**src/aio_image_params.svh**
```systemverilog
// Constants for the analog I/O input image: word indexes, field positions,
// reset values. Included by the package and by the design module.
`ifndef AIO_IMAGE_PARAMS_SVH
`define AIO_IMAGE_PARAMS_SVH
// Input image words, read only
`define IDX_IN0          4'h0
`define IDX_IN1          4'h1
`define IDX_IN2          4'h2
`define IDX_IN3          4'h3
`define IDX_IN_OVER      4'h4
`define IDX_OUT_STATUS   4'h5
`define IDX_ECHO0        4'h6
`define IDX_ECHO1        4'h7
// Controller side words
`define IDX_OUT_WORD0    4'h8
`define IDX_OUT_WORD1    4'h9
`define IDX_MODE_CTRL    4'hA
`define IDX_EVT_STATUS   4'hB
`define IDX_EVT_MASK     4'hC
// Value field of a 16-bit word
`define VAL_LSB          7
`define VAL_MSB          14
`define SIGN_BIT         15
`define FULL_CODE        8'hFF
// Output status word fields
`define BAD0_BIT         2
`define BAD1_BIT         3
`define HOLD1_BIT        12
`define HOLD0_BIT        14
// Mode control fields
`define MODE_RUN_BIT     0
`define MODE_SEL0_BIT    1
`define MODE_SEL1_BIT    2
// Event status fields
`define EVT_IN_OVER_BIT  0
`define EVT_OUT_OVER_BIT 1
`define EVT_BAD_BIT      2
// Reset values
`define WORD_RESET       16'h0000
`define CODE_RESET       8'h00
`define EVT_RESET        3'h0
`endif

```
**src/aio_image_pkg.sv**
```systemverilog
// Types shared by the analog I/O input image block.
// Assumes aio_image_params.svh is on the include path.
package aio_image_pkg;
  `include "aio_image_params.svh"

  typedef logic [15:0] word_t;
  typedef logic [7:0]  code_t;

  // One converter update: four input codes and range flags
  typedef struct packed {
    logic             valid;
    logic [3:0][7:0]  code;
    logic [3:0]       over;
    logic [1:0]       out_over;
  } conv_in_s;

  // Register port request from the controller
  typedef struct packed {
    logic [3:0]  addr;
    logic [15:0] wdata;
    logic        wr;
    logic        rd;
  } reg_req_s;

  // Idle behaviour of an output channel in program mode
  typedef enum logic {
    IDLE_HOLD,
    IDLE_ZERO
  } idle_sel_e;
endpackage : aio_image_pkg

```
**src/analog_io_input_image.sv**
```systemverilog
// Input image of an analog I/O module: four input words, two status words
// and two output echo words, plus the output words written by the host.
// Assumes converter results arrive from logic on clk, one valid pulse per
// update, and the host register port is synchronous to clk.
// Output words, mode control and events sit above the image in the word map.
//
// Strobed register access is this design's own decision.
`timescale 1ns/1ps
// Field and index constants; the guard makes a second include harmless
`include "aio_image_params.svh"

module analog_io_input_image (
  input  wire logic                    clk,
  input  wire logic                    rst,
  input  wire aio_image_pkg::conv_in_s conv,
  input  wire aio_image_pkg::reg_req_s req,
  output logic [15:0]                  rd_data,
  output logic [7:0]                   dac_code0,
  output logic [7:0]                   dac_code1,
  output logic                         irq
);
  import aio_image_pkg::*;

  // Image storage, flip-flops indexed by word number
  word_t      image [0:7];
  code_t      accepted [0:1];
  code_t      drive [0:1];
  logic [1:0] bad_flag;
  logic [2:0] mode_ctrl;
  logic [2:0] evt_status;
  logic [2:0] evt_mask;
  logic [2:0] next_evt;
  logic       wr_bad0;
  logic       wr_bad1;
  logic       program_mode;
  logic [1:0] holding;
  logic       seen_update;

  // Left-justified word with sign forced low
  function automatic word_t pack_code(input code_t c);
    pack_code = {1'b0, c, 7'h00};
  endfunction : pack_code

  // Output word check; range and step reduce to these bits
  function automatic logic word_bad(input word_t w);
    word_bad = (|w[`VAL_LSB-1:0]) | w[`SIGN_BIT];
  endfunction : word_bad

  function automatic code_t clamp(input code_t c, input logic ov);
    clamp = ov ? `FULL_CODE : c;
  endfunction : clamp

  // Image slot of a word index; only the low three bits pick a slot
  function automatic logic [2:0] word_slot(input logic [3:0] idx);
    word_slot = idx[2:0];
  endfunction : word_slot

  assign wr_bad0      = req.wr && req.addr == `IDX_OUT_WORD0 && word_bad(req.wdata);
  assign wr_bad1      = req.wr && req.addr == `IDX_OUT_WORD1 && word_bad(req.wdata);
  assign program_mode = !mode_ctrl[`MODE_RUN_BIT];
  // Holding only when program mode and hold chosen
  assign holding[0]   = program_mode && mode_ctrl[`MODE_SEL0_BIT] == IDLE_HOLD;
  assign holding[1]   = program_mode && mode_ctrl[`MODE_SEL1_BIT] == IDLE_HOLD;

  // Accepted output codes; a bad write leaves the old value standing
  always_ff @(posedge clk or posedge rst) begin
    if (rst) begin
      accepted[0] <= `CODE_RESET;
      accepted[1] <= `CODE_RESET;
    end else if (req.wr) begin
      if (req.addr == `IDX_OUT_WORD0 && !wr_bad0) begin
        accepted[0] <= req.wdata[`VAL_MSB:`VAL_LSB];
      end
      if (req.addr == `IDX_OUT_WORD1 && !wr_bad1) begin
        accepted[1] <= req.wdata[`VAL_MSB:`VAL_LSB];
      end
    end
  end

  // Invalid-data flags: set by a bad write, cleared by the next good one
  always_ff @(posedge clk or posedge rst) begin
    if (rst) begin
      bad_flag <= 2'h0;
    end else if (req.wr) begin
      if (req.addr == `IDX_OUT_WORD0) begin
        bad_flag[0] <= wr_bad0;
      end
      if (req.addr == `IDX_OUT_WORD1) begin
        bad_flag[1] <= wr_bad1;
      end
    end
  end

  // Run/program and idle selection, written by the host
  always_ff @(posedge clk or posedge rst) begin
    if (rst) begin
      mode_ctrl <= 3'h0;
    end else if (req.wr && req.addr == `IDX_MODE_CTRL) begin
      mode_ctrl <= req.wdata[2:0];
    end
  end

  // Code fed to the converters; frozen while holding, zero when idled
  always_ff @(posedge clk or posedge rst) begin
    if (rst) begin
      drive[0] <= `CODE_RESET;
      drive[1] <= `CODE_RESET;
    end else begin
      for (int i = 0; i < 2; i++) begin
        if (!program_mode) begin
          drive[i] <= clamp(accepted[i], conv.out_over[i]);
        end else if (!holding[i]) begin
          drive[i] <= `CODE_RESET;
        end
      end
    end
  end
  assign dac_code0 = drive[0];
  assign dac_code1 = drive[1];

  // Image refresh on every converter update; host writes never land here
  always_ff @(posedge clk or posedge rst) begin
    if (rst) begin
      for (int i = 0; i < 8; i++) begin
        image[i] <= `WORD_RESET;
      end
    end else if (conv.valid) begin
      for (int i = 0; i < 4; i++) begin
        image[i] <= pack_code(clamp(conv.code[i], conv.over[i]));
      end
      // Status words are snapshots; they never move between updates
      image[word_slot(`IDX_IN_OVER)] <= {12'h000, conv.over};
      image[word_slot(`IDX_OUT_STATUS)] <= {1'b0, holding[0], 1'b0, holding[1], 8'h00,
                                            bad_flag, conv.out_over};
      image[word_slot(`IDX_ECHO0)] <= pack_code(drive[0]);
      image[word_slot(`IDX_ECHO1)] <= pack_code(drive[1]);
    end
  end

  // Events: sticky, write one to clear, set wins over clear
  always_comb begin
    next_evt = evt_status;
    if (req.wr && req.addr == `IDX_EVT_STATUS) begin
      next_evt = evt_status & ~req.wdata[2:0];
    end
    next_evt[`EVT_IN_OVER_BIT]  |= conv.valid && (|conv.over);
    next_evt[`EVT_OUT_OVER_BIT] |= conv.valid && (|conv.out_over);
    next_evt[`EVT_BAD_BIT]      |= wr_bad0 | wr_bad1;
  end

  always_ff @(posedge clk or posedge rst) begin
    if (rst) begin
      evt_status <= `EVT_RESET;
    end else begin
      evt_status <= next_evt;
    end
  end

  always_ff @(posedge clk or posedge rst) begin
    if (rst) begin
      evt_mask <= `EVT_RESET;
    end else if (req.wr && req.addr == `IDX_EVT_MASK) begin
      evt_mask <= req.wdata[2:0];
    end
  end

  assign irq = |(evt_status & evt_mask);

  // Read data one cycle after the strobe, zero otherwise and when unmapped
  always_ff @(posedge clk or posedge rst) begin
    if (rst) begin
      rd_data <= `WORD_RESET;
    end else if (req.rd) begin
      case (req.addr)
        `IDX_IN0, `IDX_IN1, `IDX_IN2, `IDX_IN3, `IDX_IN_OVER,
        `IDX_OUT_STATUS, `IDX_ECHO0, `IDX_ECHO1: rd_data <= image[req.addr[2:0]];
        `IDX_OUT_WORD0: rd_data <= pack_code(accepted[0]);
        `IDX_OUT_WORD1: rd_data <= pack_code(accepted[1]);
        `IDX_MODE_CTRL: rd_data <= {13'h0000, mode_ctrl};
        `IDX_EVT_STATUS: rd_data <= {13'h0000, evt_status};
        `IDX_EVT_MASK: rd_data <= {13'h0000, evt_mask};
        default: rd_data <= `WORD_RESET;
      endcase
    end else begin
      rd_data <= `WORD_RESET;
    end
  end

  // Check helper: set by the first converter update after reset.
  // Lets the reset check run without counting cycles.
  always_ff @(posedge clk or posedge rst) begin
    if (rst) begin
      seen_update <= 1'b0;
    end else if (conv.valid) begin
      seen_update <= 1'b1;
    end
  end
endmodule : analog_io_input_image

```
**config.mk**
```make
export PLATFORM = sky130hd
export DESIGN_NAME = analog_io_input_image
export DESIGN_NICKNAME = d
export VERILOG_FILES = /design/src/aio_image_pkg.sv /design/src/analog_io_input_image.sv
export VERILOG_INCLUDE_DIRS = /design/src /design/src/src
export SDC_FILE = /design/constraint.sdc
export NUM_CORES = 1
export LEC_CHECK = 0
export BUFFER_PORTS_ARGS = -buffer_cell sky130_fd_sc_hd__clkbuf_2
export CORE_AREA = 2 2 124 126
export DETAILED_ROUTE_END_ITERATION = 16
export DIE_AREA = 0 0 126 128
export PLACE_DENSITY_LB_ADDON = 0.3
export SKIP_LAST_GASP = 1
export SLEW_MARGIN = 20
export SYNTH_ARGS = -nofsm -noshare
export SYNTH_HDL_FRONTEND = slang
export SYNTH_SLANG_ARGS = --single-unit
export TNS_END_PERCENT = 30
```
**constraint.sdc**
```tcl
create_clock -name clk -period 5.8 [get_ports clk]
set_input_delay 0.29 -clock clk [delete_from_list [all_inputs] [get_ports clk]]
set_output_delay 0.29 -clock clk [all_outputs]
set_load 0.01 [all_outputs]
```
### Word level (Yosys, flattened, before mapping)

Index checks and enable logic that the tools add are counted.

| word-level totals | value |
|---|---|
| logic and storage cells | 86 |
| register bits | 117 |

| cells by class | value |
|---|---|
| reduce and logical (&&, ||, !) cells | 26 |
| bitwise operators | 11 |
| equal/unequal tests | 14 |
| $lt $le $gt $ge | 1 |
| muxes and demuxes | 16 |

Operators with widths:

| kind | count |
|---|---|
| one-hot mux 16 bit (6 select lines) | 1 |
| two-way mux 8 bit | 10 |
| binary-select mux 16 bit (select 3 bit) | 1 |
| two-way mux 16 bit | 3 |
| equality test 4 bit (second input constant) | 5 |
| equality test 4 x 3 -> 1 bit (second input constant) | 4 |
| logical AND 1 bit | 13 |
| equality test 4 x 2 -> 1 bit (second input constant) | 2 |
| AND reduction 2 bit | 4 |
| OR reduction 8 bit | 1 |
| OR reduction 7 bit | 1 |
| bitwise AND 3 bit | 2 |
| bitwise OR 1 bit | 5 |
| equality test 4 x 1 -> 1 bit (second input constant) | 1 |
| >= comparator 4 bit (second input constant) | 1 |
| zero test 4 bit | 1 |
| inequality test 2 bit (second input constant) | 2 |
| inverter 3 -> 4 bit | 1 |
| OR reduction 4 bit | 1 |
| zero test 1 bit | 3 |
| two-way mux 3 bit | 1 |
| inverter 3 bit | 1 |
| OR reduction 3 bit | 1 |
| inverter 1 bit | 2 |
| OR reduction 2 bit | 1 |

### Depth between registers and ports, before layout

Gate-level depths: netlist of run 1.

| logic depth | value |
|---|---|
| word-level depth | 6 |
| gate-level depth with buffers | 6 |
| mapped depth without buffers | 3 |

### Worst setup path before layout of run 1

No wires, ideal clock.

| timing path | value |
|---|---|
| kind | input to register |
| from | in req[19] (netlist name) |
| to | reg rd_data[10] |
| library setup time | 136 ps |
| stages on the path | 6 |
| arrival | 1230 ps |
| slack | 4433 ps |
| path through | buf_2 > buf_2 > buf_2 > mux4_2 > nand2_1 > a21oi_1 |

| on the way | value |
|---|---|
| word-level cells in the longest chain between the ends | 6 |
| elaborated cells between the ends (all ways) | 20 |

RTL lines:

| what | RTL line | source |
|---|---|---|
| start, declared | analog_io_input_image.sv:16 | `input wire aio_image_pkg::reg_req_s req,` |
| inverter 3 -> 4 bit (implied by the code) | analog_io_input_image.sv:176 | `` `IDX_OUT_STATUS, `IDX_ECHO0, `IDX_ECHO1: rd_data <= image[req.addr[2:0]]; `` |
| binary-select mux 16 bit (select 3 bit) | analog_io_input_image.sv:176 |  |
| two-way mux 16 bit (implied by the code) (2 in series) | analog_io_input_image.sv:176 |  |
| one-hot mux 16 bit (6 select lines) * | analog_io_input_image.sv:174 | `case (req.addr)` |
| two-way mux 16 bit * | analog_io_input_image.sv:173 | `end else if (req.rd) begin` |
| end signal, assigned | analog_io_input_image.sv:176 |  |
| end signal, assigned | analog_io_input_image.sv:177 | `` `IDX_OUT_WORD0: rd_data <= pack_code(accepted[0]); `` |
| end signal, assigned | analog_io_input_image.sv:178 | `` `IDX_OUT_WORD1: rd_data <= pack_code(accepted[1]); `` |
| end, declared | analog_io_input_image.sv:17 | `output logic [15:0] rd_data,` |

Every way passes the cells marked *; elsewhere a longest branch is shown, timed or not. The select of a mux whose other input is x is not followed.
A chain may end at the register's enable or synchronous reset.

### Worst setup path in the final report of run 1

| timing path | value |
|---|---|
| from | reg evt_status[2] |
| to | out irq |

| on the way | value |
|---|---|
| word-level cells in the longest chain between the ends | 2 |

RTL lines:

| what | RTL line | source |
|---|---|---|
| start, declared | analog_io_input_image.sv:30 | `logic [2:0] evt_status;` |
| start signal, assigned | analog_io_input_image.sv:153 | `` evt_status <= `EVT_RESET; `` |
| start signal, assigned | analog_io_input_image.sv:155 | `evt_status <= next_evt;` |
| bitwise AND 3 bit | analog_io_input_image.sv:167 | `assign irq = \|(evt_status & evt_mask);` |
| OR reduction 3 bit | analog_io_input_image.sv:167 |  |
| end, declared | analog_io_input_image.sv:20 | `output logic irq` |

Every way passes these cells.

==> impl_results.md, run 1 <==
- Status: completed
- Post-route clock skew: 0.01133 ns
- Detail Route Antenna Nets: 0
- Worst Path Required: 5.51 ns
- Worst ir drop on vdd: 0.1945 mV
- Die Span X: 126 um
- Final Max Slew Viols: 0
- WL/cell: 18.35 um
- Layout Nets: 545
- Total overflow reported by the global router: 0
- Worst-path fanout max: 3
- DRC viols: 0
- Clock latency on the worst-skew pair: 0.41 ns
- CTS Buffer Depth: 2
- Clock buffers created by TritonCTS: 17
- Number of placement rows: 45
- Number of fill cells in the layout: 1452
- Setup TNS Final: 0 ns
- Leakage power figure: 0.002776 uW
- Clock period minus final worst setup slack: 1.733 ns
- Unique cell type count in the Yosys netlist: 36
- Mapped Cells: 393
- Count of buffers added by post-CTS timing repair for setup: 0
- Max-slew headroom: 33.87%
- Kind of start point of the critical path: register
- Number of max-capacitance violations reported: 0
- Data arrival at the endpoint of the critical path: 1.44 ns
- Final standard cell utilization of the core: 42.17%
- Wire length of the first global-routing pass: 20.02 mm
- Synthesis-to-finish area growth: 24.10%
- Vias in the first global route: 3768
- HPWL after DPL: 8.564 mm
- CTS tree: yes
- Count of input and output buffers: 91
- Router iterations before antenna repair: 4
- Post-cts gate resize count: 0
- Number of antenna violations at the first check in global routing: 0
- Transition time at the pin with the least slew margin: 0.9920 ns
- Total of warnings raised by yosys: 0
- Share of the yosys chip area belonging to registers: 55.98%
- Classification of the worst setup path: register to primary output
- Number of DRC markers after the initial detailed-route iteration: 294
- Number of vias in the routed layout: 3546
- Total global routing track utilization: 16.15%
- CTS clock-pin slew for the worst setup and hold paths: 0.05 ns
- Average footprint of a synthesized cell: 12.85 um^2
- Effective utilization at floorplan: 33.98%
- H-tree Lvls: 4
- Count of hold-fix buffers inserted at cts: 1
- Worst hold path type: input port to register
- Share of layout cells above drive strength 1: 39.39%
- Post-layout power: 2368 uW
- Vias per Instance: 5.192
- Summed instance area of the synthesized netlist: 5051 um^2
- Capturing element type of the critical path: primary output
- Unrepaired setup endpoints after global routing: false
- Number of primary I/O pins: 96
- Number of synthesized register bits: 113
- # clock sinks: 113
- Vertical die dimension: 128 um
- Antenna diode count: 0
- Hold Fails Final Rpt: 0
- PD cells: 377.7 nW/um^2
- Std-Cell Core Area: 14860 um^2
- Final setup violation count: 0
- Maximum number of pins on one net before global-route repair: 82
- Period Utilization, post-route: 29.87%
- Routability congestion estimate: 0.7544
- Total routed wirelength: 12.53 mm
- Cell at the root of the clock tree: clkbuf_16
- Max Fclk: 577.2 MHz
- Area of the die: 16130 um^2
-- critical path, stage by stage, from the launching register on --
cell and delay [ns]:
dfrtp_1 0.38, a222oi_1 0.42, inv_1 0.09, clkbuf_2 0.14
-- registers in the layout, summed over array words and instances, names as in the netlist --
signal	flops
image	58
accepted	16
rd_data	12
dac_code0	8
dac_code1	8
evt_mask	3
evt_status	3
mode_ctrl	3
bad_flag	2
-- area by class of cell --
type	instances	area, um^2	share of cell area [%]
repair buffers	96	499.2	7.964
clock buffers	22	454.2	7.246
clock inverters	10	158.9	2.535
well taps	188	235.2	3.753
inverters	2	10.01	0.1597
multi-input cells	252	2083	33.23
flip-flops and latches	113	2828	45.11
-- layout by cell type (no fill, tap or decap), types with 2 or more instances in the layout --
master / netlist / routed
dfrtp_1: 113 / 113
clkbuf_2: 0 / 91
mux2_2: 56 / 56
o21ai_0: 34 / 34
o22a_1: 34 / 34
nand2b_1: 21 / 21
nand2_1: 17 / 17
clkbuf_16: 0 / 17
a21oi_1: 16 / 16
nor2_1: 15 / 15
mux2i_1: 13 / 13
mux4_2: 8 / 8
and3b_1: 4 / 4
conb_1: 1 / 4
clkbuf_1: 11 / 4
bufinv_16: 0 / 4
a22oi_1: 3 / 3
or4_1: 3 / 3
nand4_1: 3 / 3
clkinv_2: 0 / 3
buf_4: 7 / 3
nand3b_1: 2 / 2
nor4_4: 2 / 2
nand4_4: 2 / 2
nor3b_1: 2 / 2
a31oi_1: 2 / 2
clkinvlp_4: 0 / 2
-- synth_stat cells --
cell      number  area (um^2)
dfrtp_1      113         2828
nand2b_1      21        131.4
nand3b_1       2        15.01
nor4_4         2        42.54
a32o_1         1        10.01
buf_1          4        15.01
o21ai_0       34        170.2
buf_4          7        52.55
and2b_1        1        7.510
o21a_1         1        7.510
clkbuf_1      11        41.29
nor3b_1        2        15.01
a21bo_2        1        10.01
o22a_1        34        297.8
a21oi_1       16        80.08
conb_1         1        3.750
mux2_2        56        630.6
mux4_2         8        180.2
nand4_4        2        42.54
a22oi_1        3        22.52
inv_1          2        7.510
nand4_1        3        18.77
mux2i_1       13        130.1
buf_2          7        35.03
a41oi_1        1        8.760
nand2_1       17        63.81
a31oi_1        2        12.51
nor3_1         1        5.000
a22o_1         1        8.760
nor3b_2        1        12.51
or4_1          3        22.52
and3b_1        4        35.03
a222oi_1       1        10.01
or3b_1         1        8.760
nor2_1        15        56.30
and4bb_2       1        12.51
-- power breakdown --
part           internal, uW  leakage (uW)  switching (uW)  total (uW)
combinational           156       0.00112             148         304
clock                   727      0.000294             346        1070
sequential              898       0.00136            93.9         991
total                  1780       0.00278             588        2370
-- cells by family after synthesis --
| group | Yosys count | synth area share [%] |
|---|---|---|
| other | 1 | 0.07424 |
| muxes | 77 | 18.63 |
| DFF | 113 | 55.98 |
| buffers and inverters | 31 | 2.997 |
| and+or+nand+nor | 76 | 9.685 |
| AOI/OAI and AO/OA | 95 | 12.63 |
-- stage by stage --
stage | cells | instance area [um^2] | setup slack (ns) | hold WS, ns
floorplan | 396 | 5062 | 2.523 | 0.3979
global placement | 650 | 5642 | 3.952 | 0.3055
detailed placement | 650 | 5642 | 3.913 | 0.3126
CTS | 683 | 6265 | 3.915 | 0.08671
global route | 683 | 6269 | 3.996 | 0.08959
finish | 683 | 6269 | 4.068 | 0.08825
-- path summary, 6_finish.rpt --
check	start	to	slack [ns]	depth (start not counted)
worst max-delay path	evt_status[2]$_DFF_PP0_	irq	4.07	3
worst min-delay path	conv[31]	image[72]$_DFFE_PP0P_	0.09	2
worst max register to register	mode_ctrl[0]$_DFFE_PP0P_	rd_data[0]$_DFF_PP0_	4.18	3
worst min register to register	image[123]$_DFFE_PP0P_	image[123]$_DFFE_PP0P_	0.50	1
max in group asynchronous	rst	dac_code0[0]$_DFFE_PP0P_	4.31	4
min in group asynchronous	rst	image[119]$_DFFE_PP0P_	0.43	3
-- routing by layer --
metal,wire length [um],share of wire [%],global-route usage (%),vias to the layer above
met5,0,0,0,-
met4,195,1.6,6.076,0
met3,592,4.7,4.466,15
met2,6155,49,26.06,92
met1,5587,45,20.89,1813
li1,-,-,-,1626
Note: power is estimated with default switching activity, not from simulation.
==> run 2: changes to the inputs <==
- ABC_AREA: default -> 1
- CORE_AREA: 2 2 124 126 -> 2 2 126 128
- DIE_AREA: 0 0 126 128 -> 0 0 128 130
- clock period: 5.8 -> 1.8 ns (I/O delays scaled with it)
==> run 2 against run 1 <==
Hold slack worse by 0.051 ns; sequential power grew to 3.1 times the previous value; clock power grew to 3.2 times the previous value; final area up 12%; setup slack got worse by 3.6 ns; combinational power increased to 3.8 times the previous value.
==> impl_results.md, run 2 <==
- Status: completed (unchanged)
- Number of enable-type register cells in the synthesized netlist: 0 (unchanged)
- Final setup violation count: 0 (unchanged)
- Vertical die dimension: 130 um (was 128 um)
- Hold Fails Final Rpt: 0 (unchanged)
- Worst hold path type: input port to register (unchanged)
- Maximum number of pins on one net before global-route repair: 53 (was 82)
- Number of antenna violations at the first check in global routing: 0 (unchanged)
- Register bank with the most flops: image (unchanged)
- PD cells: 1098 nW/um^2 (was 377.7 nW/um^2)
- Total routed wirelength: 14.11 mm (was 12.53 mm)
- Final Max Slew Viols: 0 (unchanged)
- Transition time at the pin with the least slew margin: 0.8215 ns (was 0.9920 ns)
- Post-cts gate resize count: 0 (unchanged)
- Worst-path fanout max: 17 (was 3)
- Summed instance area of the synthesized netlist: 5283 um^2 (was 5051 um^2)
- Fraction of synthesized cell area taken by the top area cell type: 53.53% (was 55.98%)
- Antenna diode count: 0 (unchanged)
- Top-count cell post-synth: nand2_1 (was dfrtp_1)
- Average footprint of a synthesized cell: 8.332 um^2 (was 12.85 um^2)
- Max-slew headroom: 45.03% (was 33.87%)
- CTS Buffer Depth: 2 (unchanged)
- Vias per Instance: 4.624 (was 5.192)
- Mapped Cells: 634 (was 393)
- Data arrival at the endpoint of the critical path: 1.68 ns (was 1.44 ns)
- Die Span X: 128 um (was 126 um)
- Effective utilization at floorplan: 34.25% (was 33.98%)
- Placed cell count: 899 (was 650)
- Total of warnings raised by yosys: 0 (unchanged)
- Max FFs per register: 58 (unchanged)
- Number of vias in the routed layout: 4513 (was 3546)
- Post-route clock skew: 0.005543 ns (was 0.01133 ns)
- Cell at the root of the clock tree: clkbuf_16 (unchanged)
- Unrepaired setup endpoints after global routing: false (unchanged)
- Max Fclk: 725.3 MHz
- Unique cell type count in the Yosys netlist: 28 (was 36)
- Vias in the first global route: 4386 (was 3768)
- Fin cells: 976 (was 683)
- Layout Nets: 834 (was 545)
- Routability congestion estimate: 0.8595 (was 0.7544)
- Clock period minus final worst setup slack: 1.379 ns
- WL/cell: 14.46 um (was 18.35 um)
- Clock buffers created by TritonCTS: 17 (unchanged)
- Synthesis-to-finish area growth: 32.61% (was 24.10%)
- HPWL after DPL: 10.09 mm (was 8.564 mm)
- Total overflow reported by the global router: 0 (unchanged)
- Number of fill cells in the layout: 1542 (was 1452)
- Clock latency on the worst-skew pair: 0.42 ns (was 0.41 ns)
- Predominant post-synthesis flop cell: dfrtp_1 (unchanged)
- Final standard cell utilization of the core: 45.42% (was 42.17%)
- Number of synthesized register bits: 113 (unchanged)
- Detail Route Antenna Nets: 0 (unchanged)
- CTS clock-pin slew for the worst setup and hold paths: 0.05 ns (about the same)
- Worst Path Required: 2.10 ns (was 5.51 ns)
- Startpoint of the worst setup timing path: req[2] (was evt_status[2]$_DFF_PP0_)
- Total global routing track utilization: 18.29% (was 16.15%)
- Number of max-capacitance violations reported: 0 (unchanged)
- Share of flip-flops with an asynchronous set or reset after synthesis: 100.0% (unchanged)
- Top cell types by occurrence after synthesis: nand2_1 (174), dfrtp_1 (113), o21ai_0 (97) (was dfrtp_1 (113), mux2_2 (56), o21ai_0 (34), o22a_1 (34), nand2b_1 (21))
- Most common library cell in the layout ignoring fill and taps: nand2_1 (was dfrtp_1)
- Kind of start point of the critical path: input port (was register)
- CTS tree: yes (unchanged)
- Router iterations before antenna repair: 5 (was 4)
- # clock sinks: 113 (unchanged)
- Std-Cell Core Area: 15420 um^2 (was 14860 um^2)
- Share of the yosys chip area belonging to registers: 53.53% (was 55.98%)
- Count of input and output buffers: 91 (unchanged)
- Setup TNS Final: 0 ns (unchanged)
- Worst ir drop on vdd: 0.6430 mV (was 0.1945 mV)
- Leakage power figure: 0.003550 uW (was 0.002776 uW)
- Wire length of the first global-routing pass: 23.05 mm (was 20.02 mm)
- DRC viols: 0 (unchanged)
- H-tree Lvls: 4 (unchanged)
- Share of layout cells above drive strength 1: 22.45% (was 39.39%)
- Reg2reg start: mode_ctrl[0]$_DFFE_PP0P_ (unchanged)
- Number of primary I/O pins: 96 (unchanged)
- Top Registers: image (58), accepted (16), rd_data (12) (unchanged)
- Period Utilization, post-route: 76.59%
- Start point of the worst hold path: conv[4] (was conv[31])
- Capturing element type of the critical path: register (was primary output)
- Cell taking the most area after synthesis: dfrtp_1 (unchanged)
- Number of placement rows: 46 (was 45)
- Classification of the worst setup path: input port to register (was register to primary output)
- Area of the die: 16640 um^2 (was 16130 um^2)
- Leading post-synthesis cells by cell area: dfrtp_1 (54%), nand2_1 (12%), o21ai_0 (9.2%), inv_1 (4.3%), nand3_1 (3.6%) (was dfrtp_1 (56%), mux2_2 (12%), o22a_1 (5.9%), mux4_2 (3.6%), o21ai_0 (3.4%))
- Most frequent cells in the layout: nand2_1 (174), dfrtp_1 (113), o21ai_0 (97), clkbuf_2 (91), inv_1 (60) (was dfrtp_1 (113), clkbuf_2 (91), mux2_2 (56), o21ai_0 (34), o22a_1 (34))
- Number of DRC markers after the initial detailed-route iteration: 317 (was 294)
-- run 2: cells by family (layout without fill, tap and decap cells) --
logic type / count (synthesis) / after routing / synth area share (%)
flip-flops: 113 / 113 / 53.53
buffers and inverters: 112 / 259 / 9.072
multiplexers: 12 / 12 / 2.558
AND/OR/NAND/NOR: 254 / 254 / 20.06
AO/OA/AOI/OAI: 142 / 142 / 14.71
other: 1 / 4 / 0.07099
-- run 2: layer usage --
| layer | routed length, um | GRT usage, % |
|---|---|---|
| met1 | 7032 | 25.81 |
| met2 | 6206 | 27.81 |
| met3 | 657 | 4.346 |
| met4 | 216 | 6.206 |
| met5 | 0 | 0 |
-- run 2: report_power, final --
| group | internal [uW] | switching, uW |
|---|---|---|
| Clock | 2270 | 1160 |
| Combinational | 477 | 679 |
| Sequential | 2890 | 220 |
-- run 2: repair_timing --
action                                 CTS  global route
setup buffers                            0             0
hold buffers                            45             0
endpoints found under the hold margin   74             0
-- run 2: layout make-up --
cell class,instances,area (um^2),area share [%]
clock inverter,10,132.6,1.893
tap,192,240.2,3.429
timing repair buffer,146,1031,14.72
multi-input combinational,412,1987,28.36
sequential,113,2828,40.36
inverter,81,312.8,4.465
clock buffer,22,474.2,6.769
-- run 2: per-stage QoR --
| step | cell area [um^2] | total power, uW | hold slack [ns] | worst slack, ns |
|---|---|---|---|---|
| after global placement | 5948 | 4230 | 0.1454 | 0.3356 |
| after floorplan | 5298 | 3762 | 0.1939 | 0.3386 |
| after detailed placement | 5948 | 4247 | 0.1368 | 0.3139 |
| final | 7005 | 7693 | 0.03692 | 0.4213 |
| after CTS | 7005 | 7764 | 0.02863 | 0.3758 |
| after global routing | 7005 | 8081 | 0.07406 | 0.2989 |
-- run 2: worst max-delay path: stages --
cell and delay (ns):
dlygate4sd3_1 0.54, clkbuf_2 0.11, inv_2 0.08, nand3_1 0.13, nor2_1 0.20, nand2_2 0.29, nand2_1 0.17, o21ai_2 0.06
-- run 2: final timing paths --
| check | depth (start not counted) | end | slack (ns) |
|---|---|---|---|
| worst min-delay path | 3 | image[93]$_DFFE_PP0P_ | 0.04 |
| worst max-delay path | 8 | accepted[13]$_DFFE_PP0P_ | 0.42 |
| min in group asynchronous | 3 | image[124]$_DFFE_PP0P_ | 0.25 |
| worst min register to register | 2 | image[34]$_DFFE_PP0P_ | 0.48 |
| worst max register to register | 3 | image[46]$_DFFE_PP0P_ | 0.44 |
| max in group asynchronous | 4 | accepted[4]$_DFFE_PP0P_ | 0.91 |
==> run 3: changes to the inputs <==
- ABC_AREA: 1 -> 0
- CORE_AREA: 2 2 126 128 -> 2 2 124 126
- DIE_AREA: 0 0 128 130 -> 0 0 126 128
- clock period: 1.8 -> 1.1 ns (I/O delays scaled with it)
==> run 3 against run 2 <==
The run now ends with setup timing left; combinational power is 87% higher; sequential share of layout area decreased by 1.1 points; clock skew about the same; global-route usage down 0.36 points; critical endpoint is now irq; largest power group unchanged.
==> impl_results.md, run 3 (same netlist as run 1, synthesis figures left out) <==
- Top Registers: image (58), accepted (16), rd_data (12) (unchanged)
- Kind of start point of the critical path: register (was input port)
- Most frequent cells in the layout: dfrtp_1 (113), clkbuf_2 (91), mux2_2 (56), buf_4 (53), dlygate4sd3_1 (44) (was nand2_1 (174), dfrtp_1 (113), o21ai_0 (97), clkbuf_2 (91), inv_1 (60))
- Antenna diode count: 0 (unchanged)
- Routability congestion estimate: 0.8074 (was 0.8595)
- Synthesis-to-finish area growth: 42.75% (was 32.61%)
- Maximum number of pins on one net before global-route repair: 53 (unchanged)
- Clock period minus final worst setup slack: 1.452 ns
- Wire length of the first global-routing pass: 22.18 mm (was 23.05 mm)
- Hold Fails Final Rpt: 0 (unchanged)
- H-tree Lvls: 4 (unchanged)
- Layout Cell Area excl Fill: 7211 um^2 (was 7005 um^2)
- Violations in the final reports: setup timing
- Final Max Slew Viols: 0 (unchanged)
- Detail Route Antenna Nets: 0 (unchanged)
- Vias in the first global route: 4249 (was 4386)
- Count of input and output buffers: 91 (unchanged)
- WL/cell: 17.52 um (was 14.46 um)
- Total routed wirelength: 13.67 mm (was 14.11 mm)
- Total global routing track utilization: 17.92% (was 18.29%)
- Number of DRC markers after the initial detailed-route iteration: 211 (was 317)
- Router iterations before antenna repair: 4 (was 5)
- Vias per Instance: 5.058 (was 4.624)
- Unrepaired setup endpoints after global routing: true (was false)
- Clock buffers created by TritonCTS: 17 (unchanged)
- Worst Path Required: 1.04 ns (was 2.10 ns)
- Final setup slack of the worst path: -0.3521 ns (was 0.4213 ns)
- Number of antenna violations at the first check in global routing: 0 (unchanged)
- Vertical die dimension: 128 um (was 130 um)
- Total overflow reported by the global router: 0 (unchanged)
- Capturing element type of the critical path: primary output (was register)
- Post-layout power: 13160 uW (was 7693 uW)
- Worst hold path type: input port to register (unchanged)
- Number of vias in the routed layout: 3945 (was 4513)
- Number of primary I/O pins: 96 (unchanged)
- Register bank with the most flops: image (unchanged)
- Effective utilization at floorplan: 33.98% (was 34.25%)
- Post-DP Area: 6096 um^2 (was 5948 um^2)
- Classification of the worst setup path: register to primary output (was input port to register)
- Layout Nets: 642 (was 834)
- Number of placement rows: 45 (was 46)
- Most common library cell in the layout ignoring fill and taps: dfrtp_1 (was nand2_1)
- Data arrival at the endpoint of the critical path: 1.40 ns (was 1.68 ns)
- HPWL after DPL: 9.693 mm (was 10.09 mm)
- Period Utilization, post-route: 132.0%
- Worst-path fanout max: 3 (was 17)
- Clock latency on the worst-skew pair: 0.41 ns (was 0.42 ns)
- Final setup violation count: 10 (was 0)
- CTS Buffer Depth: 2 (unchanged)
- Worst ir drop on vdd: 1.079 mV (was 0.6430 mV)
- Max FFs per register: 58 (unchanged)
- Number of max-capacitance violations reported: 0 (unchanged)
- Std-Cell Core Area: 14860 um^2 (was 15420 um^2)
- Post-route clock skew: 0.005809 ns (was 0.005543 ns)
- Max Fclk: 688.7 MHz
- CTS tree: yes (unchanged)
- CTS clock-pin slew for the worst setup and hold paths: 0.05 ns (about the same)
- Die Span X: 126 um (was 128 um)
- # clock sinks: 113 (unchanged)
- Leakage power figure: 0.003243 uW (was 0.003550 uW)
- Status: finished with violations (was completed)
- PD cells: 1825 nW/um^2 (was 1098 nW/um^2)
- Area of the die: 16130 um^2 (was 16640 um^2)
- DRC viols: 0 (unchanged)
- Share of layout cells above drive strength 1: 43.24% (was 22.45%)
- Cell at the root of the clock tree: clkbuf_16 (unchanged)
==> run 3: changes by cell type in the layout (fill, tap and decap cells not counted), moves of 15 or more <==
cell      delta
nand2_1    -158
o21ai_0     -63
nand2b_1    +21
inv_1       -59
mux2_2      +44
buf_4       +47
o21ai_2     -16
nor2_1      -15
nand3_1     -38
o22a_1      +34
==> run 3: where the power goes <==
| group | leakage, uW | switching [uW] | internal (uW) |
|---|---|---|---|
| clock network | 0.000304 | 1910 | 3970 |
| logic | 0.00158 | 1030 | 1140 |
| registers | 0.00136 | 369 | 4730 |
==> run 3: final timing paths <==
check | startpoint | endpoint | slack, ns | cells after the start
setup / recovery | evt_status[1]$_DFF_PP0_ | irq | -0.35 | 3
hold / removal | conv[4] | image[50]$_DFFE_PP0P_ | 0.01 | 3
setup reg to reg | image[14]$_DFFE_PP0P_ | rd_data[14]$_DFF_PP0_ | -0.11 | 3
hold reg to reg | image[87]$_DFFE_PP0P_ | image[87]$_DFFE_PP0P_ | 0.50 | 1
max in group asynchronous | rst | accepted[3]$_DFFE_PP0P_ | 0.44 | 4
min in group asynchronous | rst | rd_data[13]$_DFF_PP0_ | 0.29 | 4
==> run 3: per-stage QoR <==
stage	hold WS, ns	TNS, ns	setup WS (ns)	cells	utilization, %
6_report	0.01054	-0.6176	-0.3521	780	48.51
5_1_grt	0.01573	-1.287	-0.4789	780	48.51
4_1_cts	0.001406	-0.7546	-0.3428	780	48.43
3_5_place_dp	0.1798	-7.368	-0.2790	702	41.01
3_3_place_gp	0.1857	-6.525	-0.2692	702	41.01
2_1_floorplan	0.1629	-37.46	-0.3264	396	-
==> run 3: timing repair <==
action / CTS / global route
pin swaps: 3 / 5
hold buffers: 44 / 0
endpoints found under the setup margin: 9 / 16
gates resized for setup: 0 / 3
endpoints found under the hold margin: 164 / 0
setup buffers: 2 / 0
==> run 3: worst max-delay path: stages, from the launching register on <==
cell,delay (ns)
dfrtp_1,0.40
a222oi_1,0.39
inv_1,0.07
clkbuf_2,0.13
==> run 3: per-layer routing <==
| layer | GRT usage (%) | part of all wire, % | routed length [um] |
|---|---|---|---|
| met1 | 23.39 | 45 | 6118 |
| met2 | 28.84 | 49 | 6655 |
| met3 | 4.758 | 4.5 | 611 |
| met4 | 6.658 | 2.1 | 281 |
| met5 | 0 | 0 | 0 |
==> run 3: final cells by class <==
class	count	area [um^2]
Timing Repair Buffer	193	1394
Clock buffer	20	466.7
Tap cell	188	235.2
Inverter	2	11.26
Multi-Input combinational cell	252	2095
Sequential cell	113	2828
Fill cell	1346	7654
Clock inverter	12	181.4
